[src/rtl/aelc_defs.svh]
`ifndef AELC_DEFS_SVH
`define AELC_DEFS_SVH

// register byte offsets
`define AELC_OFS_GAIN        6'h00
`define AELC_OFS_ENERGY      6'h04
`define AELC_OFS_DIVIDER     6'h08
`define AELC_OFS_READ_CLEAR  6'h0C
`define AELC_OFS_HALF_CYCLES 6'h10
`define AELC_OFS_LC_APPARENT 6'h14
`define AELC_OFS_LC_REACTIVE 6'h18
`define AELC_OFS_WAVE_SELECT 6'h1C
`define AELC_OFS_STATUS3     6'h20
`define AELC_OFS_STATUS2     6'h24
`define AELC_OFS_ENABLE2     6'h28
`define AELC_OFS_ENABLE3     6'h2C
`define AELC_OFS_WAVE_DATA   6'h30
`define AELC_OFS_CF_MODE     6'h34

// field positions
`define AELC_ST3_CYCLE_END   0
`define AELC_ST3_WAVE_READY  1
`define AELC_EN3_CYCLE_END   0
`define AELC_EN3_WAVE_SAMPLE 1
`define AELC_EN3_WAVE_READY  2
`define AELC_ST2_HALF_FULL   0
`define AELC_ST2_OVERFLOW    1
`define AELC_WSEL_SRC_LSB    0
`define AELC_WSEL_RATE_LSB   2
`define AELC_WSRC_APPARENT   2'h3

// reset values
`define AELC_RST_HALF_CYCLES 16'hFFFF
`define AELC_RST_GAIN        12'h000
`define AELC_RST_DIVIDER     8'h00

// timing
`define AELC_CLK_HZ          50000000
`define AELC_ACC_PERIOD      5
`define AELC_WAVE_SPS        27900
`define AELC_CF_LOW_MS       90

`endif

[src/rtl/aelc_pkg.sv]
package aelc_pkg;

  typedef enum logic [0:0] {
    AELC_LC_WAIT = 1'b0,
    AELC_LC_RUN  = 1'b1
  } aelc_lc_state_t;

  typedef logic [23:0] aelc_word24_t;

endpackage

[src/rtl/aelc_top.sv]
// Design decisions made here: the placing of the registers and the Avalon-MM interface to the registers.
`timescale 1ns/1ps
`include "aelc_defs.svh"
// Overview of operation
// - line-cycle reactive energy sums reactive power over programmed half cycles
// - cycle end sets status flag; enabled flag holds pending interrupt until cleared
// - next accumulation starts at cycle end; result overwritten even if unread
// - writing half-cycle count clears reactive result; restart at next zero crossing
// - writing half-cycle count clears apparent result; restart at next zero crossing
// - line reactive uses reactive energy path, same lsb weight
// - line-cycle apparent accumulation always runs, no enable bit
// - apparent power sampled into waveform register at selectable rate
// - apparent power scaled by one plus signed 12-bit gain over 4096
// - apparent power is vrms times irms, no offset correction
// - wide accumulator, upper 24 bits form apparent energy register
// - one sample added every five clock periods
// - accumulation is a signed addition
// - 8-bit unsigned divider, zero acts as one
// - read-to-clear register returns energy then clears it
// - unsigned energy raises enabled half-full and overflow interrupts
// - half-full judged on full 24-bit unsigned value
// - pulse output follows gain-calibrated power, optionally current rms
// - energy pulse output is active low
// - half-cycle count is unsigned 16 bits
// - apparent and reactive line results cover same half-cycle interval
// - first cycle end after count write gives a valid result
module aelc_top
  import aelc_pkg::*;
#(
  parameter int unsigned CF_LOW_CYC = `AELC_CF_LOW_MS * (`AELC_CLK_HZ / 1000)
) (
  input  wire logic               ref_clk,
  input  wire logic               rst_n,
  input  wire logic [5:0]         address,
  input  wire logic               read,
  input  wire logic               write,
  input  wire logic [31:0]        writedata,
  output logic      [31:0]        readdata,
  output logic                    waitrequest,
  input  wire logic [23:0]        vrms,
  input  wire logic [23:0]        irms,
  input  wire logic signed [23:0] reactive_power,
  input  wire logic               zero_cross,
  output logic                    irq_pending,
  output logic                    cf_pulse_n
);
  localparam int unsigned WAVE_DIV = `AELC_CLK_HZ / `AELC_WAVE_SPS;
  aelc_lc_state_t        lc_state_reg;
  logic [2:0]            tick_cnt_reg;
  logic                  tick;
  logic [11:0]           gain_reg;
  logic [7:0]            divider_reg;
  logic [15:0]           half_cycles_reg;
  logic [3:0]            wave_sel_reg;
  logic [1:0]            status3_reg;
  logic [1:0]            status2_reg;
  logic [1:0]            enable2_reg;
  logic [2:0]            enable3_reg;
  logic                  cf_irms_reg;
  logic [23:0]           wave_data_reg;
  aelc_word24_t          energy_reg;
  aelc_word24_t          energy_next;
  logic [23:0]           app_res_reg;
  logic [7:0]            div_cnt_reg;
  logic [23:0]           var_res_reg;
  aelc_word24_t          lc_app_acc_reg;
  aelc_word24_t          lc_var_acc_reg;
  aelc_word24_t          lc_app_reg;
  aelc_word24_t          lc_var_reg;
  logic [15:0]           hc_cnt_reg;
  logic [10:0]           wave_base_reg;
  logic [2:0]            wave_sub_reg;
  logic [23:0]           cf_res_reg;
  logic [22:0]           cf_low_reg;
  logic [31:0]           rd_mux;
  logic                  bus_req;
  logic                  wr_done;
  logic                  rd_done;
  logic                  hc_write;
  logic [47:0]           vi_product;
  logic signed [22:0]    ap_raw;
  logic signed [34:0]    ap_gain_prod;
  logic signed [23:0]    ap_cal;
  logic signed [25:0]    app_sum;
  logic                  app_carry;
  logic                  app_borrow;
  logic [7:0]            div_eff;
  logic                  e_up;
  logic                  e_down;
  logic signed [25:0]    var_sum;
  logic                  var_carry;
  logic                  var_borrow;
  logic [15:0]           hc_eff;
  logic                  cycle_end;
  logic                  wave_tick;
  logic [2:0]            wave_sub_max;
  logic [23:0]           cf_src;
  logic [24:0]           cf_sum;
  // bus: request seen with waitrequest high, answered one cycle later
  assign bus_req  = read | write;
  assign wr_done  = write & ~waitrequest;
  assign rd_done  = read & ~waitrequest;
  assign hc_write = wr_done & (address == `AELC_OFS_HALF_CYCLES);
  always_ff @(posedge ref_clk or negedge rst_n) begin
    if (!rst_n) begin
      waitrequest <= 1'b1;
    end else begin
      waitrequest <= ~(bus_req & waitrequest);
    end
  end

  always_comb begin
    unique case (address)
      `AELC_OFS_GAIN:        rd_mux = {20'h00000, gain_reg};
      `AELC_OFS_ENERGY:      rd_mux = {8'h00, energy_reg};
      `AELC_OFS_DIVIDER:     rd_mux = {24'h000000, divider_reg};
      `AELC_OFS_READ_CLEAR:  rd_mux = {8'h00, energy_reg};
      `AELC_OFS_HALF_CYCLES: rd_mux = {16'h0000, half_cycles_reg};
      `AELC_OFS_LC_APPARENT: rd_mux = {8'h00, lc_app_reg};
      `AELC_OFS_LC_REACTIVE: rd_mux = {8'h00, lc_var_reg};
      `AELC_OFS_WAVE_SELECT: rd_mux = {28'h0000000, wave_sel_reg};
      `AELC_OFS_STATUS3:     rd_mux = {30'h00000000, status3_reg};
      `AELC_OFS_STATUS2:     rd_mux = {30'h00000000, status2_reg};
      `AELC_OFS_ENABLE2:     rd_mux = {30'h00000000, enable2_reg};
      `AELC_OFS_ENABLE3:     rd_mux = {29'h00000000, enable3_reg};
      `AELC_OFS_WAVE_DATA:   rd_mux = {8'h00, wave_data_reg};
      `AELC_OFS_CF_MODE:     rd_mux = {31'h00000000, cf_irms_reg};
      default:               rd_mux = 32'h00000000;
    endcase
  end

  // data latched on the first cycle so it is stable when waitrequest drops
  always_ff @(posedge ref_clk or negedge rst_n) begin
    if (!rst_n) begin
      readdata <= 32'h00000000;
    end else if (read & waitrequest) begin
      readdata <= rd_mux;
    end
  end

  always_ff @(posedge ref_clk or negedge rst_n) begin
    if (!rst_n) begin
      gain_reg        <= `AELC_RST_GAIN;
      divider_reg     <= `AELC_RST_DIVIDER;
      half_cycles_reg <= `AELC_RST_HALF_CYCLES;
      wave_sel_reg    <= 4'h0;
      enable2_reg     <= 2'h0;
      enable3_reg     <= 3'h0;
      cf_irms_reg     <= 1'b0;
    end else if (wr_done) begin
      unique case (address)
        `AELC_OFS_GAIN:        gain_reg <= writedata[11:0];
        `AELC_OFS_DIVIDER:     divider_reg <= writedata[7:0];
        `AELC_OFS_HALF_CYCLES: half_cycles_reg <= writedata[15:0];
        `AELC_OFS_WAVE_SELECT: wave_sel_reg <= writedata[3:0];
        `AELC_OFS_ENABLE2:     enable2_reg <= writedata[1:0];
        `AELC_OFS_ENABLE3:     enable3_reg <= writedata[2:0];
        `AELC_OFS_CF_MODE:     cf_irms_reg <= writedata[0];
        default: ;
      endcase
    end
  end

  // accumulation strobe every five clocks
  assign tick = (tick_cnt_reg == 3'(`AELC_ACC_PERIOD - 1));
  always_ff @(posedge ref_clk or negedge rst_n) begin
    if (!rst_n) begin
      tick_cnt_reg <= 3'h0;
    end else begin
      tick_cnt_reg <= tick ? 3'h0 : tick_cnt_reg + 3'h1;
    end
  end

  // apparent power and gain; top bits kept so one sample gives at most one carry
  assign vi_product   = vrms * irms;
  assign ap_raw       = $signed({1'b0, vi_product[47:26]});
  assign ap_gain_prod = ap_raw * $signed(gain_reg);
  assign ap_cal       = 24'(ap_raw + (ap_gain_prod >>> 12));

  // residue below the register lsb, signed add with carry or borrow
  assign app_sum    = $signed({2'b00, app_res_reg}) + 26'(ap_cal);
  assign app_carry  = tick & ~app_sum[25] & app_sum[24];
  assign app_borrow = tick & app_sum[25];
  assign div_eff    = (divider_reg == 8'h00) ? 8'h01 : divider_reg;
  assign e_up       = app_carry & (div_cnt_reg >= div_eff - 8'h01);
  assign e_down     = app_borrow & (div_cnt_reg == 8'h00);
  always_ff @(posedge ref_clk or negedge rst_n) begin
    if (!rst_n) begin
      app_res_reg <= 24'h000000;
      div_cnt_reg <= 8'h00;
    end else if (tick) begin
      app_res_reg <= app_sum[23:0];
      if (app_carry) begin
        div_cnt_reg <= e_up ? 8'h00 : div_cnt_reg + 8'h01;
      end else if (app_borrow) begin
        div_cnt_reg <= e_down ? div_eff - 8'h01 : div_cnt_reg - 8'h01;
      end
    end
  end

  // the clear takes away only what was returned, so steps after the latch survive
  always_comb begin
    energy_next = energy_reg;
    if (rd_done && address == `AELC_OFS_READ_CLEAR) begin
      energy_next = energy_reg - readdata[23:0];
    end
    if (e_up) begin
      energy_next = energy_next + 24'h000001;
    end else if (e_down) begin
      energy_next = energy_next - 24'h000001;
    end
  end

  always_ff @(posedge ref_clk or negedge rst_n) begin
    if (!rst_n) begin
      energy_reg <= 24'h000000;
    end else begin
      energy_reg <= energy_next;
    end
  end

  // half-full and overflow flags, write zero clears, a new event wins
  always_ff @(posedge ref_clk or negedge rst_n) begin
    if (!rst_n) begin
      status2_reg <= 2'h0;
    end else begin
      if (wr_done && address == `AELC_OFS_STATUS2) begin
        status2_reg <= status2_reg & writedata[1:0];
      end
      if (e_up && energy_reg == 24'h7FFFFF) begin
        status2_reg[`AELC_ST2_HALF_FULL] <= 1'b1;
      end
      if (e_up && energy_reg == 24'hFFFFFF) begin
        status2_reg[`AELC_ST2_OVERFLOW] <= 1'b1;
      end
    end
  end

  // reactive residue shares the reactive energy path weight
  assign var_sum    = $signed({2'b00, var_res_reg}) + 26'(reactive_power);
  assign var_carry  = tick & ~var_sum[25] & var_sum[24];
  assign var_borrow = tick & var_sum[25];
  always_ff @(posedge ref_clk or negedge rst_n) begin
    if (!rst_n) begin
      var_res_reg <= 24'h000000;
    end else if (tick) begin
      var_res_reg <= var_sum[23:0];
    end
  end

  // line-cycle timing
  assign hc_eff    = (half_cycles_reg == 16'h0000) ? 16'h0001 : half_cycles_reg;
  assign cycle_end = (lc_state_reg == AELC_LC_RUN) & zero_cross & ~hc_write
                     & (hc_cnt_reg + 16'h0001 >= hc_eff);
  always_ff @(posedge ref_clk or negedge rst_n) begin
    if (!rst_n) begin
      lc_state_reg <= AELC_LC_WAIT;
      hc_cnt_reg   <= 16'h0000;
    end else if (hc_write) begin
      lc_state_reg <= AELC_LC_WAIT;
      hc_cnt_reg   <= 16'h0000;
    end else begin
      unique case (lc_state_reg)
        AELC_LC_WAIT: begin
          if (zero_cross) begin
            lc_state_reg <= AELC_LC_RUN;
            hc_cnt_reg   <= 16'h0000;
          end
        end
        AELC_LC_RUN: begin
          if (cycle_end) begin
            hc_cnt_reg <= 16'h0000;
          end else if (zero_cross) begin
            hc_cnt_reg <= hc_cnt_reg + 16'h0001;
          end
        end
      endcase
    end
  end

  // both sums open and close on the same edges
  always_ff @(posedge ref_clk or negedge rst_n) begin
    if (!rst_n) begin
      lc_app_acc_reg <= 24'h000000;
      lc_var_acc_reg <= 24'h000000;
    end else if (hc_write || lc_state_reg == AELC_LC_WAIT || cycle_end) begin
      lc_app_acc_reg <= 24'h000000;
      lc_var_acc_reg <= 24'h000000;
    end else begin
      if (e_up) begin
        lc_app_acc_reg <= lc_app_acc_reg + 24'h000001;
      end else if (e_down) begin
        lc_app_acc_reg <= lc_app_acc_reg - 24'h000001;
      end
      if (var_carry) begin
        lc_var_acc_reg <= lc_var_acc_reg + 24'h000001;
      end else if (var_borrow) begin
        lc_var_acc_reg <= lc_var_acc_reg - 24'h000001;
      end
    end
  end

  // the in-flight sample step at cycle end is counted into the result
  always_ff @(posedge ref_clk or negedge rst_n) begin
    if (!rst_n) begin
      lc_app_reg <= 24'h000000;
      lc_var_reg <= 24'h000000;
    end else if (hc_write) begin
      lc_app_reg <= 24'h000000;
      lc_var_reg <= 24'h000000;
    end else if (cycle_end) begin
      lc_app_reg <= lc_app_acc_reg + {23'h000000, e_up} - {23'h000000, e_down};
      lc_var_reg <= lc_var_acc_reg + {23'h000000, var_carry}
                    - {23'h000000, var_borrow};
    end
  end

  // waveform sampling at base rate divided by 1, 2, 4 or 8
  assign wave_sub_max = 3'((4'h1 << wave_sel_reg[`AELC_WSEL_RATE_LSB +: 2]) - 4'h1);
  assign wave_tick    = (wave_base_reg == 11'(WAVE_DIV - 1)) && (wave_sub_reg >= wave_sub_max);
  always_ff @(posedge ref_clk or negedge rst_n) begin
    if (!rst_n) begin
      wave_base_reg <= 11'h000;
      wave_sub_reg  <= 3'h0;
    end else if (wave_base_reg == 11'(WAVE_DIV - 1)) begin
      wave_base_reg <= 11'h000;
      wave_sub_reg  <= wave_tick ? 3'h0 : wave_sub_reg + 3'h1;
    end else begin
      wave_base_reg <= wave_base_reg + 11'h001;
    end
  end

  always_ff @(posedge ref_clk or negedge rst_n) begin
    if (!rst_n) begin
      wave_data_reg <= 24'h000000;
    end else if (wave_tick && enable3_reg[`AELC_EN3_WAVE_SAMPLE]
                 && wave_sel_reg[`AELC_WSEL_SRC_LSB +: 2] == `AELC_WSRC_APPARENT) begin
      wave_data_reg <= ap_cal;
    end
  end

  // status 3: write zero clears, hardware set wins
  always_ff @(posedge ref_clk or negedge rst_n) begin
    if (!rst_n) begin
      status3_reg <= 2'h0;
    end else begin
      if (wr_done && address == `AELC_OFS_STATUS3) begin
        status3_reg <= status3_reg & writedata[1:0];
      end
      if (cycle_end) begin
        status3_reg[`AELC_ST3_CYCLE_END] <= 1'b1;
      end
      if (wave_tick && enable3_reg[`AELC_EN3_WAVE_SAMPLE]
          && wave_sel_reg[`AELC_WSEL_SRC_LSB +: 2] == `AELC_WSRC_APPARENT) begin
        status3_reg[`AELC_ST3_WAVE_READY] <= 1'b1;
      end
    end
  end

  always_ff @(posedge ref_clk or negedge rst_n) begin
    if (!rst_n) begin
      irq_pending <= 1'b0;
    end else begin
      irq_pending <= (status3_reg[`AELC_ST3_CYCLE_END] & enable3_reg[`AELC_EN3_CYCLE_END])
                     | (status3_reg[`AELC_ST3_WAVE_READY] & enable3_reg[`AELC_EN3_WAVE_READY])
                     | (|(status2_reg & enable2_reg));
    end
  end

  // simple frequency converter; low time keeps a visible led flash
  assign cf_src = cf_irms_reg ? irms : {1'b0, ap_cal[23] ? 23'h000000 : ap_cal[22:0]};
  assign cf_sum = {1'b0, cf_res_reg} + {1'b0, cf_src};
  always_ff @(posedge ref_clk or negedge rst_n) begin
    if (!rst_n) begin
      cf_res_reg <= 24'h000000;
      cf_low_reg <= 23'h000000;
      cf_pulse_n <= 1'b1;
    end else begin
      if (tick) begin
        cf_res_reg <= cf_sum[23:0];
      end
      if (tick && cf_sum[24]) begin
        cf_low_reg <= 23'(CF_LOW_CYC);
        cf_pulse_n <= 1'b0;
      end else if (cf_low_reg != 23'h000000) begin
        cf_low_reg <= cf_low_reg - 23'h000001;
        cf_pulse_n <= (cf_low_reg == 23'h000001);
      end else begin
        cf_pulse_n <= 1'b1;
      end
    end
  end

endmodule // aelc_top

[config.mk]
export PLATFORM = sky130hd
export DESIGN_NAME = aelc_top
export DESIGN_NICKNAME = d
export VERILOG_FILES = /design/src/rtl/aelc_pkg.sv /design/src/rtl/aelc_top.sv
export VERILOG_INCLUDE_DIRS = /design/src /design/src/rtl
export SDC_FILE = /design/constraint.sdc
export NUM_CORES = 2
export LEC_CHECK = 0
export CAP_MARGIN = 30
export CELL_PAD_IN_SITES_DETAIL_PLACEMENT = 0
export CELL_PAD_IN_SITES_GLOBAL_PLACEMENT = 1
export CORE_UTILIZATION = 52
export DETAILED_ROUTE_END_ITERATION = 7
export DONT_BUFFER_PORTS = 1
export HOLD_SLACK_MARGIN = 0.02
export PLACE_DENSITY = 0.88
export SKIP_LAST_GASP = 1
export SYNTH_ARGS = -nofsm -noshare
export SYNTH_HDL_FRONTEND = slang
export SYNTH_SLANG_ARGS = --single-unit
[constraint.sdc]
create_clock -name ref_clk -period 17.5 [get_ports ref_clk]
set_input_delay 0.875 -clock ref_clk [delete_from_list [all_inputs] [get_ports ref_clk]]
set_output_delay 0.875 -clock ref_clk [all_outputs]
set_load 0.01 [all_outputs]
==> metrics.md <==
| Metric | Value |
|---|---|
| Highest Clock Rate | `0.05716 GHz` |
| Worst Skew | `0.03229 ns` |
| Post-Synth XOR/XNOR Area | `0.04478` |
| Final wirelength | `148200 um` |
| Core Footprint | `100700 um2` |
| Path type of the worst min-delay path | `in -> async` |
| Ys flop type | `dfrtp_1` |
| Pin slew with the least headroom to its limit | `1.358 ns` |
| #FFs+latches synth | `358` |
| Most frequent cell after synthesis | `inv_1` |
| Asr flop ratio synth | `1.000` |
| Tot GR Track Use | `0.2925` |
| Reg-to-Reg End | `lc_app_reg[22]` |
| Vias per inst | `5.650` |
| YS warnings | `0` |
| Crit-path max FO | `24` |
| Netlist cell types | `104` |
| Starting Density | `0.5281` |
| Die height | `321.8 um` |
| Setup CP Type | `in -> reg` |
| Final hold violations | `0` |
| Share of layout cells above drive strength 1 | `0.1171` |
| Synth Area in Adders | `0.3802` |
| Top cell type's share of synthesized area | `0.2593` |
| Required time of the critical path | `17.96 ns` |
| Post-Synth Simple-Gate Area | `0.1794` |
| Chip width | `321.8 um` |
| Final min period | `17.49 ns` |
| Largest net degree at the start of global routing | `234` |
| Initial antenna violation count | `1` |
| Clock slew at reported path FFs | `0.06 ns` |
| Slew Limit Fails | `0` |
| Crit. End Element | `flop` |
| GR Overflow Total | `0` |
| Inserted Clock Buffers | `41` |
| Area growth from synthesis to layout | `11.59%` |
| Compound-cell area share of the yosys netlist | `0.1240` |
| Final #Nets | `7582` |
| Status | `finished, final reports clean` |
| Leading area contributor after synthesis | `fa_1` |
| Die Area | `103600 um2` |
| Crit path launch type | `input pin` |
| Final std cells w/o fill | `7653` |
| Setup TNS Final | `0 ns` |
| FP Rows | `116` |
| Max Cap Violations | `0` |
| CP max stage cell | `fa_1` |
| Slew headroom | `0.09463` |
| Register Area | `8981 um2` |
| RSZ-0062 raised after global routing | `true` |
| Post-DP HPWL | `111400 um` |
| CTS Buffer Depth | `3` |
| Remaining antenna violation count | `0` |
| Post-DP Area | `56850 um2` |
| Mux contribution to synthesized area | `0.01679` |
| IO Count | `150` |
| Synth Instances | `6085` |
| Multi-input logic area | `40690 um2` |
| Residual DRC count | `0` |
| First-pass GRT wire length | `239400 um` |
| Vias in the first global route | `44310` |
| Pre-antenna DRT Iters | `7` |
| Top cells by area, synth | `fa_1, dfrtp_1, ha_1` |
| Gp weighted congestion | `0.9375` |
| Worst reg2reg path depth | `54` |
| Reg2reg start | `gain_reg[11]` |
| DP Cell Count | `7539` |
| Design Area, Final | `59360 um2` |
| Port Buffers | `0` |
| Worst skew pair latency | `0.60 ns` |
| Syn avg cell area | `8.742 um2` |
| First-iteration detailed-routing DRC count | `3023` |
| Commonest cells in the synthesized netlist | `inv_1, nand2_1, fa_1` |
| Sequential area share after synthesis | `0.1688` |
| Number of flops mapped to enable cells by yosys | `0` |
| Sink Count | `358` |
| CTS tree | `done` |
| Post-Syn Area | `53200 um2` |
| Crit path DAT | `17.96 ns` |
| Largest family of logic cells by synthesized area | `adder cells` |
| Critical path buffers and inverters | `12` |
| Fillers | `8925` |
| R2r setup slk | `5.19 ns` |
| Most numerous cell on the critical path | `fa_1` |
| Crit share post-route | `0.9997` |
| Wire length per cell | `19.36 um` |
| Crit path largest cell delay | `0.56 ns` |
| Root Driver | `clkbuf_16` |
| Setup violators final | `0` |
| Crit path max-delay family | `adder cells` |
| Total number of vias | `43240` |
| H-tree depth | `2` |
-- logic make-up (layout without fill, tap and decap cells) --
logic type / count (synthesis) / after routing
mux: 80 / 80
other cells: 1 / 9
flops: 358 / 358
simple gates: 1951 / 1951
compound gates: 1015 / 1015
buf+inv: 1205 / 1408
fa+ha+maj: 1203 / 1203
xor+xnor: 272 / 272
-- worst reg2reg max path, delay by kind of cell, from the launching register on --
family | cells | cell delay (ns)
AND/OR/NAND/NOR | 11 | 1.71
buffers and inverters | 6 | 1.12
adder cells (fa/ha/maj) | 11 | 4.21
flip-flops | 1 | 0.36
AO/OA/AOI/OAI | 22 | 4.13
multiplexers | 1 | 0.20
XOR/XNOR | 3 | 0.41
-- cell usage in the layout (no fill, tap or decap), types with 148 or more instances in the layout --
cell,n
nand2_1,783
xnor2_1,148
o21ai_0,230
dfrtp_1,340
a21oi_1,219
nor2_1,261
buf_4,361
and2_1,424
fa_1,681
inv_1,941
ha_1,493
-- per-stage QoR --
step	utilization	worst slack [ns]	hold slack [ns]
after global routing	0.5893	-0.7672	0.09524
after detailed placement	0.5644	-1.303	0.4533
after global placement	0.5642	-0.9571	0.4473
final	0.5894	0.005130	0.1135
after floorplan	-	-0.1655	0.4322
after CTS	0.5814	-0.02767	0.1025
-- worst max path at each step --
stage             from                 end  slack, ns  cells after the start
3_3_place_gp   irms[0]      lc_app_reg[22]      -0.96                     73
6_report       vrms[7]      lc_app_reg[22]      0.005                     79
3_5_place_dp   irms[0]  lc_app_acc_reg[23]      -1.30                     72
2_1_floorplan  vrms[7]      lc_app_reg[22]      -0.17                     78
5_1_grt        vrms[5]      lc_app_reg[22]      -0.77                     78
4_1_cts        vrms[7]      lc_app_reg[22]      -0.03                     80
-- final cells by class --
class	count	share of cell area
Tap cell	1357	0.02860
Timing Repair Buffer	381	0.05136
Sequential cell	358	0.1513
Antenna cell	1	0.00004215
Clock inverter	22	0.003731
Clock buffer	52	0.01935
Multi-Input combinational cell	4529	0.6854
Inverter	953	0.06026
-- timing repair --
item,in CTS,in global routing
pin swaps,46,124
endpoints found under the hold margin,233,0
gates cloned,0,0
hold buffers,3,0
buffers inserted,12,26
setup endpoints to repair,24,59
gates resized for setup,32,134
-- metal layers --
metal  GRT usage  routed length [um]  up-vias
met5           0                  13        -
met2      0.4781               68660     1426
li1            -                   -    20090
met3     0.04282               10010      307
met1      0.3829               61520    21420
met4      0.1358                7957        2
Power is left out: the tool's default activity adds up to more than one toggle a clock period on the data nets, which glitch-free logic cannot reach.
